**src/include/rws_pkg.sv**
```systemverilog
// Function
// - key-wipe bit erases the stored AES key
// - key-gen bit fills key from random words
// - irq high while enable and ready both set
// - data read clears ready, starts next word
// - ready reads zero while word in progress
// - finished word loads data, sets ready, unless key-gen bit is set
// - every apb register resets to zero, reserved reads zero
package rws_pkg;

    // bus and data geometry
    localparam int          RWS_ADDR_W    = 12;
    localparam int          RWS_DATA_W    = 32;
    localparam int          RWS_KEY_WORDS = 8;
    localparam int          RWS_KEY_W     = RWS_DATA_W * RWS_KEY_WORDS;
    localparam int          RWS_IDX_W     = $clog2(RWS_KEY_WORDS);
    localparam int          RWS_EVT_W     = 3;

    // register byte offsets
    localparam logic [11:0] RWS_OFS_CTRL  = 12'h000;
    localparam logic [11:0] RWS_OFS_STAT  = 12'h004;
    localparam logic [11:0] RWS_OFS_DATA  = 12'h008;
    localparam logic [11:0] RWS_OFS_EVT   = 12'h00C;
    localparam logic [11:0] RWS_OFS_MASK  = 12'h010;

    // control and status field positions
    localparam int          RWS_CTRL_WIPE = 15;
    localparam int          RWS_CTRL_KGEN = 3;
    localparam int          RWS_CTRL_IE   = 1;
    localparam int          RWS_STAT_RDY  = 0;

    // event bit positions
    localparam int          RWS_EVT_WORD  = 0;
    localparam int          RWS_EVT_KEY   = 1;
    localparam int          RWS_EVT_WIPE  = 2;

    // reset values and noise polynomial
    localparam logic [31:0] RWS_ZERO_W    = 32'h0000_0000;
    localparam logic [31:0] RWS_LFSR_SEED = 32'h0000_0001;
    localparam logic [31:0] RWS_LFSR_POLY = 32'h8020_0003;

    // register index decoded from the address
    typedef enum logic [2:0] {
        RWS_R_CTRL, RWS_R_STAT, RWS_R_DATA, RWS_R_EVT, RWS_R_MASK, RWS_R_NONE
    } rws_reg_t;

    // word engine states, gray along gen -> ready -> key
    typedef enum logic [1:0] {
        RWS_ST_GEN = 2'b00,
        RWS_ST_RDY = 2'b01,
        RWS_ST_KEY = 2'b11
    } rws_st_t;

    // state of the entropy collector
    typedef struct packed {
        logic [31:0] lfsr;
        logic [31:0] shift;
        logic [31:0] word;
        logic [5:0]  cnt;
        logic        busy;
        logic        done;
    } rws_ent_t;

    // state of the register block and sequencer
    typedef struct packed {
        rws_st_t                st;
        logic                   ie;
        logic                   kgen;
        logic                   wipe;
        logic [31:0]            data;
        logic [RWS_KEY_W-1:0]   key;
        logic [RWS_IDX_W-1:0]   idx;
        logic [RWS_EVT_W-1:0]   evt;
        logic [RWS_EVT_W-1:0]   mask;
        logic [31:0]            prdata;
        logic                   pslverr;
        logic                   start;
    } rws_state_t;

    // one step of the galois lfsr
    function automatic logic [31:0] rws_lfsr_step(input logic [31:0] v);
        return (v >> 1) ^ (v[0] ? RWS_LFSR_POLY : RWS_ZERO_W);
    endfunction : rws_lfsr_step

    // map a byte address onto a register index
    function automatic rws_reg_t rws_decode(input logic [RWS_ADDR_W-1:0] a);
        case (a)
            RWS_OFS_CTRL: return RWS_R_CTRL;
            RWS_OFS_STAT: return RWS_R_STAT;
            RWS_OFS_DATA: return RWS_R_DATA;
            RWS_OFS_EVT:  return RWS_R_EVT;
            RWS_OFS_MASK: return RWS_R_MASK;
            default:      return RWS_R_NONE;
        endcase
    endfunction : rws_decode

endpackage : rws_pkg

```
**src/rws_entropy.sv**
```systemverilog
`timescale 1ns/1ps
// collects one bit per enabled cycle while busy into a word
module rws_entropy
    import rws_pkg::*;
#(
    parameter int WORD_W = RWS_DATA_W
) (
    // clock, reset and enable
    input  wire logic              sys_clk,
    input  wire logic              rstn,
    input  wire logic              ce,
    // raw noise and request
    input  wire logic              noise_in,
    input  wire logic              start,
    // finished word
    output logic                   busy,
    output logic                   done,
    output logic [RWS_DATA_W-1:0]  word
);

    localparam logic [5:0] LAST_BIT = 6'(WORD_W - 1);

    rws_ent_t s_q;   // registered state
    rws_ent_t s_d;   // next state

    // step the lfsr freely and gather bits while busy
    always_comb begin
        s_d      = s_q;
        s_d.done = 1'b0;
        s_d.lfsr = rws_lfsr_step(s_q.lfsr);
        if (start && !s_q.busy) begin
            // a fresh word always starts from an empty count
            s_d.busy = 1'b1;
            s_d.cnt  = '0;
        end else if (s_q.busy) begin
            // noise is mixed with the lfsr so a stuck pin still varies
            s_d.shift = {s_q.shift[30:0], s_q.lfsr[31] ^ noise_in};
            s_d.cnt   = s_q.cnt + 6'd1;
            if (s_q.cnt == LAST_BIT) begin
                s_d.busy = 1'b0;
                s_d.done = 1'b1;
                s_d.word = {s_q.shift[30:0], s_q.lfsr[31] ^ noise_in};
            end
        end
    end

    // busy from reset so the first word needs no request
    always_ff @(posedge sys_clk or negedge rstn) begin
        if (!rstn) begin
            s_q <= '{lfsr: RWS_LFSR_SEED, shift: RWS_ZERO_W, word: RWS_ZERO_W,
                     cnt: 6'd0, busy: 1'b1, done: 1'b0};
        end else if (ce) begin
            s_q <= s_d;
        end
    end

    assign busy = s_q.busy;
    assign done = s_q.done;
    assign word = s_q.word;

endmodule : rws_entropy

```
**src/rws_top.sv**
```systemverilog
// Local design decision: the APB register port.
`timescale 1ns/1ps
// random word source with apb registers and key sequencer
module rws_top
    import rws_pkg::*;
(
    // clock, reset, enable
    input  wire logic                   sys_clk,
    input  wire logic                   rstn,
    input  wire logic                   ce,
    // apb slave
    input  wire logic                   psel,
    input  wire logic                   penable,
    input  wire logic                   pwrite,
    input  wire logic [RWS_ADDR_W-1:0]  paddr,
    input  wire logic [31:0]            pwdata,
    output logic [31:0]                 prdata,
    output logic                        pready,
    output logic                        pslverr,
    // noise source
    input  wire logic                   noise_in,
    // key store and interrupt
    output logic [RWS_KEY_W-1:0]        aes_key,
    output logic                        irq
);

    localparam logic [RWS_IDX_W-1:0] LAST_IDX = RWS_IDX_W'(RWS_KEY_WORDS - 1);

    rws_state_t s_q;        // registered state
    rws_state_t s_d;        // next state
    logic       ent_busy;   // collector is gathering bits
    logic       ent_done;   // one-cycle word finished pulse
    logic [31:0] ent_word;  // last finished word
    logic       setup;      // apb setup phase
    logic       access;     // apb access phase, answered at once while ce is high
    rws_reg_t   rsel;       // decoded register

    // the collector that feeds both the data register and the key
    rws_entropy #(
        .WORD_W   (RWS_DATA_W)
    ) u_entropy (
        .sys_clk  (sys_clk),
        .rstn     (rstn),
        .ce       (ce),
        .noise_in (noise_in),
        .start    (s_q.start),
        .busy     (ent_busy),
        .done     (ent_done),
        .word     (ent_word)
    );

    // apb phase decode; a frozen block must not complete transfers
    assign setup  = psel && !penable;
    assign access = ce && psel && penable;
    assign rsel   = rws_decode(paddr);

    // read value of each register; reserved bits are zero
    function automatic logic [31:0] read_mux(input rws_reg_t r, input rws_state_t s);
        logic [31:0] v;
        v = RWS_ZERO_W;
        case (r)
            RWS_R_CTRL: begin
                v[RWS_CTRL_WIPE] = s.wipe;
                v[RWS_CTRL_KGEN] = s.kgen;
                v[RWS_CTRL_IE]   = s.ie;
            end
            RWS_R_STAT: begin
                // ready only in the ready state
                v[RWS_STAT_RDY] = (s.st == RWS_ST_RDY);
            end
            RWS_R_DATA: v = s.data;
            RWS_R_EVT:  v[RWS_EVT_W-1:0] = s.evt;
            RWS_R_MASK: v[RWS_EVT_W-1:0] = s.mask;
            default:    v = RWS_ZERO_W;
        endcase
        return v;
    endfunction : read_mux

    // next-state logic for registers, sequencer and key store
    always_comb begin
        logic [RWS_EVT_W-1:0] ev_set;   // hardware event pulses
        logic [RWS_EVT_W-1:0] ev_clr;   // software write-one clears
        ev_set    = '0;
        ev_clr    = '0;
        s_d       = s_q;
        s_d.start = 1'b0;

        // read data is captured in setup so prdata comes from a flop
        if (setup) begin
            s_d.prdata  = read_mux(rsel, s_q);
            s_d.pslverr = (rsel == RWS_R_NONE);
        end

        // register writes take effect at the access edge only
        if (access && pwrite) begin
            case (rsel)
                RWS_R_CTRL: begin
                    s_d.ie   = pwdata[RWS_CTRL_IE];
                    s_d.kgen = pwdata[RWS_CTRL_KGEN];
                    s_d.wipe = pwdata[RWS_CTRL_WIPE];
                end
                RWS_R_EVT:  ev_clr   = pwdata[RWS_EVT_W-1:0];
                RWS_R_MASK: s_d.mask = pwdata[RWS_EVT_W-1:0];
                default: begin
                    // read-only and unmapped words ignore writes
                end
            endcase
        end

        // word sequencer
        case (s_q.st)
            RWS_ST_GEN: begin
                if (s_q.kgen) begin
                    // word in flight becomes the first key word
                    s_d.st    = RWS_ST_KEY;
                    s_d.idx   = '0;
                    // a word finishing right now would be lost, so restart
                    s_d.start = !ent_busy;
                end else if (ent_done) begin
                    // new word lands and ready rises
                    s_d.data = ent_word;
                    s_d.st   = RWS_ST_RDY;
                    ev_set[RWS_EVT_WORD] = 1'b1;
                end
            end
            RWS_ST_RDY: begin
                if (s_q.kgen) begin
                    // collector is idle here, so kick it for the key
                    s_d.st    = RWS_ST_KEY;
                    s_d.idx   = '0;
                    s_d.start = 1'b1;
                end else if (access && !pwrite && rsel == RWS_R_DATA) begin
                    // reading the word drops ready and starts another
                    s_d.st    = RWS_ST_GEN;
                    s_d.start = 1'b1;
                end
            end
            RWS_ST_KEY: begin
                if (!s_q.kgen) begin
                    // software cancelled the key; resume plain words
                    s_d.st    = RWS_ST_GEN;
                    s_d.start = !ent_busy;
                end else if (ent_done) begin
                    // each finished word fills one key slot
                    s_d.key[s_q.idx*RWS_DATA_W +: RWS_DATA_W] = ent_word;
                    s_d.idx   = s_q.idx + 1'b1;
                    s_d.start = 1'b1;
                    if (s_q.idx == LAST_IDX) begin
                        s_d.kgen = 1'b0;
                        s_d.st   = RWS_ST_GEN;
                        ev_set[RWS_EVT_KEY] = 1'b1;
                    end
                end
            end
            default: begin
                s_d.st    = RWS_ST_GEN;
                s_d.start = 1'b1;
            end
        endcase

        // wipe beats any key fill in the same cycle
        if (s_q.wipe) begin
            s_d.key  = '0;
            s_d.wipe = 1'b0;
            s_d.kgen = 1'b0;
            ev_set[RWS_EVT_WIPE] = 1'b1;
            if (s_q.st == RWS_ST_KEY) begin
                s_d.st    = RWS_ST_GEN;
                s_d.start = !ent_busy;
            end
        end

        // sticky events: a set in the clearing cycle survives
        s_d.evt = (s_q.evt & ~ev_clr) | ev_set;
    end

    // single state register, frozen while ce is low
    always_ff @(posedge sys_clk or negedge rstn) begin
        if (!rstn) begin
            s_q <= '{st: RWS_ST_GEN, ie: 1'b0, kgen: 1'b0, wipe: 1'b0,
                     data: RWS_ZERO_W, key: '0, idx: '0, evt: '0, mask: '0,
                     prdata: RWS_ZERO_W, pslverr: 1'b0, start: 1'b0};
        end else if (ce) begin
            s_q <= s_d;
        end
    end

    // outputs
    assign prdata  = s_q.prdata;
    assign pslverr = s_q.pslverr;
    assign pready  = access;
    assign aes_key = s_q.key;
    // enable gates everything, so with it clear no interrupt
    assign irq     = s_q.ie && ((s_q.st == RWS_ST_RDY) || |(s_q.evt & s_q.mask));
endmodule : rws_top

```
**config.mk**
```make
export PLATFORM = sky130hd
export DESIGN_NAME = rws_top
export DESIGN_NICKNAME = d
export VERILOG_FILES = /design/src/include/rws_pkg.sv /design/src/rws_entropy.sv /design/src/rws_top.sv
export SDC_FILE = /design/constraint.sdc
export NUM_CORES = 1
export LEC_CHECK = 0
export ABC_AREA = 1
export CORE_ASPECT_RATIO = 1.1
export CORE_MARGIN = 8
export CORE_UTILIZATION = 64
export DETAILED_ROUTE_END_ITERATION = 12
export DONT_BUFFER_PORTS = 1
export PLACE_DENSITY = 0.9
export SYNTH_ARGS = -nofsm -noshare
export SYNTH_HDL_FRONTEND = slang
export SYNTH_HIERARCHICAL = 1
export SYNTH_SLANG_ARGS = --single-unit
```
**constraint.sdc**
```tcl
create_clock -name sys_clk -period 3.05 [get_ports sys_clk]
set_clock_uncertainty 0.05 [all_clocks]
set_input_delay 0.61 -clock sys_clk [delete_from_list [all_inputs] [get_ports sys_clk]]
set_output_delay 0.61 -clock sys_clk [all_outputs]
set_load 0.1 [all_outputs]
```
==> key figures <==
Route
  • Final ANT Viol Nets: 0
  • Avg WL per Cell: 23.5 um
  • DRT Pass-1 Iters: 6
  • Via count: 14000
  • # DRC: 0
  • Post-Route WL: 53300 um
  • Vias per cell: 6.18
  • 1st-iter DRT viols: 1770

Setup path
  • Reg2Reg Setup Slack: 0.15 ns
  • Cells on worst reg2reg path: 8
  • CP cell instances: inv_1 > ha_1 > inv_1 > nor3_1 > nand2_1 > a21oi_4 > buf_12 > o22ai_1
  • Critical Path AT: 3.24 ns
  • Slowest stage delay, CP: 0.65 ns
  • Startpoint type of the worst setup path: flop
  • Worst setup EP type: flop
  • Crit-path max FO: 22
  • CP Buf/Inv Count: 3
  • Critical-path top delay cell: ha_1
  • Most used cell, CP: inv_1
  • Reg2reg start: s_q[40]$_DFFE_PN0P_
  • Required @ worst endpoint: 3.39 ns
  • WS Path Type: flop to flop
  • Worst reg2reg endpoint: aes_key[75]$_DFFE_PN0P_
  • CP delay by family, top: buffers and inverters

Synthesis
  • Synth area leader: dfrtp_1
  • Async SR Flop Fraction: 1.00
  • Cell count after synthesis: 2172
  • Post-synthesis cell area: 20100 um^2
  • EDFF count, synth: 0
  • Synth cell count leaders: nand2_1 (510), dfrtp_1 (437), buf_4 (325)
  • Flops & latches, synth: 439
  • Count leader, synth: nand2_1
  • Avg Cell Area, Syn: 9.25 um^2
  • Largest cells by area after synthesis: dfrtp_1 (54%), buf_4 (12%), nand2_1 (9.5%), inv_1 (4.4%), o21ai_0 (4.3%)
  • Register area share after synthesis: 0.547
  • Synth Flop Type: dfrtp_1
  • Ys Warns: 6
  • Yosys cell types: 44
  • Syn_nets: 2228
  • Yosys top cell area share: 0.544

Global routing
  • Largest net degree at the start of global routing: 440
  • Initial antenna violation count: 1
  • First-pass GRT wire length: 80100 um
  • Vias in the first global route: 14000
  • GR Overflow Total: 0
  • Tot GR Track Use: 0.277

Timing
  • Endpoints failing setup: 0
  • Post-route minimum period: 2.90 ns
  • Setup TNS: 0 ns
  • Fmax achieved: 345 MHz
  • Fin. max-slew vios: 0
  • Hold slack: -0.267 ns
  • Hold Fails Final Rpt: 437
  • RSZ-0062 raised after global routing: no
  • Setup ws final: 0.152 ns
  • Slew @ Worst Pin: 1.07 ns
  • Slew margin rel.: 0.290
  • Period utilization: 0.950

Power
  • P per Cell Area: 676 nW/um^2
  • VDD IR max: 0.000431 V
  • Int Pwr: 9.27 mW
  • Clock power frac: 0.390
  • Sequential share of power: 0.564
  • Power Total: 13.0 mW
  • Comb power frac: 0.046
  • LEAKAGE: 9.33 nW
  • Switch share: 0.286
  • Switch Pwr: 3.72 mW

Clock tree
  • CTS max path bufs: 3
  • CTS tree: built
  • CTS H-tree depth: 2
  • Clk_lat worst skew: 0.54 ns
  • Clock Pin Slew Worst Setup and Hold Paths: 0.06 ns
  • Setup Fix Bufs, Post-CTS: 0
  • Num CTS Buffers: 40
  • Clk sink count: 439
  • Root Driver: clkbuf_16

Finish
  • # fillers: 2211
  • Nets@finish: 1874
  • Fin util: 0.617
  • Layout cells sized above 1: 0.0802
  • Multi-input gate area: 5220 um^2
  • Sequential cell area: 11000 um^2
  • Ant. Diodes: 0
  • Area delta synth->final: -4.35%

Place
  • Detail Placement HPWL: 34800 um
  • Place WS: 0.0962 ns
  • RePlAce Congestion: 0.930
  • I/O Buffers: 0

Floorplanning
  • Initial Util: 0.645
  • Core ar.: 31100 um^2
  • Row Count: 68
  • Die Ht: 202 um
  • Ports: 342
  • Die ar.: 37300 um^2
  • Die width: 185 um

Hold path
  • Worst Hold Class: input port to async pin

Job
  • Max Cap Viol: 0

Outcome
  • Status: finished with violations
  • Failing checks: hold timing
how the worst max path moves through the flow:
stage / slack (ns) / from / endpoint / depth (start not counted)
final: 0.15 / s_q[40]$_DFFE_PN0P_ / aes_key[75]$_DFFE_PN0P_ / 8
after floorplan: 0.19 / s_q[334]$_DFFE_PN0P_ / irq / 5
after global placement: 0.35 / s_q[40]$_DFFE_PN0P_ / aes_key[44]$_DFFE_PN0P_ / 8
after global routing: 0.01 / s_q[40]$_DFFE_PN0P_ / aes_key[73]$_DFFE_PN0P_ / 8
after CTS: 0.10 / s_q[40]$_DFFE_PN0P_ / aes_key[42]$_DFFE_PN0P_ / 8
after detailed placement: 0.1 / s_q[40]$_DFFE_PN0P_ / aes_key[42]$_DFFE_PN0P_ / 8
layout make-up:
class / count / share of cell area
repair inverters: 1 / 0.000391
inverters: 243 / 0.0479
repair buffers: 26 / 0.0121
multi-input cells: 1067 / 0.272
flip-flops and latches: 439 / 0.572
clock inverters: 11 / 0.00625
clock buffers: 58 / 0.0625
well taps: 420 / 0.0273
layout by cell type, fill, tap and decap left out, drive strengths merged, types with 3 or more instances in the layout:
master / count
buf: 26
o21ai: 220
clkinv: 10
o31ai: 6
a21oi: 9
dfrtp: 437
xnor2: 3
nor4: 7
nand4: 5
nand3: 98
ha: 5
o22ai: 129
nand2: 514
mux2: 13
nor2: 38
clkbuf: 58
inv: 241
nor3: 9
per-stage QoR:
stage,instance area [um^2],cells
after detailed placement,17900,2195
after floorplan,20100,2172
after CTS,19200,2264
after global routing,19200,2265
after global placement,17900,2195
final,19200,2265
power groups by stage:
stage                     Combinational (mW)  Sequential [mW]  Clock, mW
after floorplan                         1.55             6.44          0
after global placement                 0.520             7.40          0
after detailed placement               0.566             7.42          0
after CTS                              0.589             7.32       5.07
after global routing                   0.679             7.36       5.31
final                                  0.597             7.33       5.07
metal layers:
metal  wire length [um]  share of wire  track usage  vias up
li1                   -              -            -     5888
met5                 15        0.00028            0        -
met3               6280           0.12       0.0821      246
met1              17300           0.32        0.310     6846
met2              25700           0.48        0.443     1007
met4               4030          0.076        0.203        2
sequential cells by signal, summed over array words and instances, names as in the netlist:
name,count
u_entropy/done,1
s_q,47
aes_key,256
u_entropy/s_q,69
u_entropy/word,32
pslverr,1
u_entropy/busy,1
prdata,32
cells by family (layout without fill, tap and decap cells):
logic type               Yosys count  in the layout  share of synthesized area
AND/OR/NAND/NOR                  673            673                      0.138
multiplexers                      13             13                    0.00729
AO/OA/AOI/OAI                    372            372                      0.108
buffers and inverters            666            339                      0.195
flip-flops                       439            439                      0.547
XOR/XNOR                           4              4                    0.00174
adder cells (fa/ha/maj)            5              5                    0.00311
what timing repair did:
action / in CTS / in global routing
hold endpoints to repair: 439 / 437
gates resized for setup: 0 / 4
endpoints found under the setup margin: 0 / 20
Note: power is estimated with default switching activity, not from simulation.
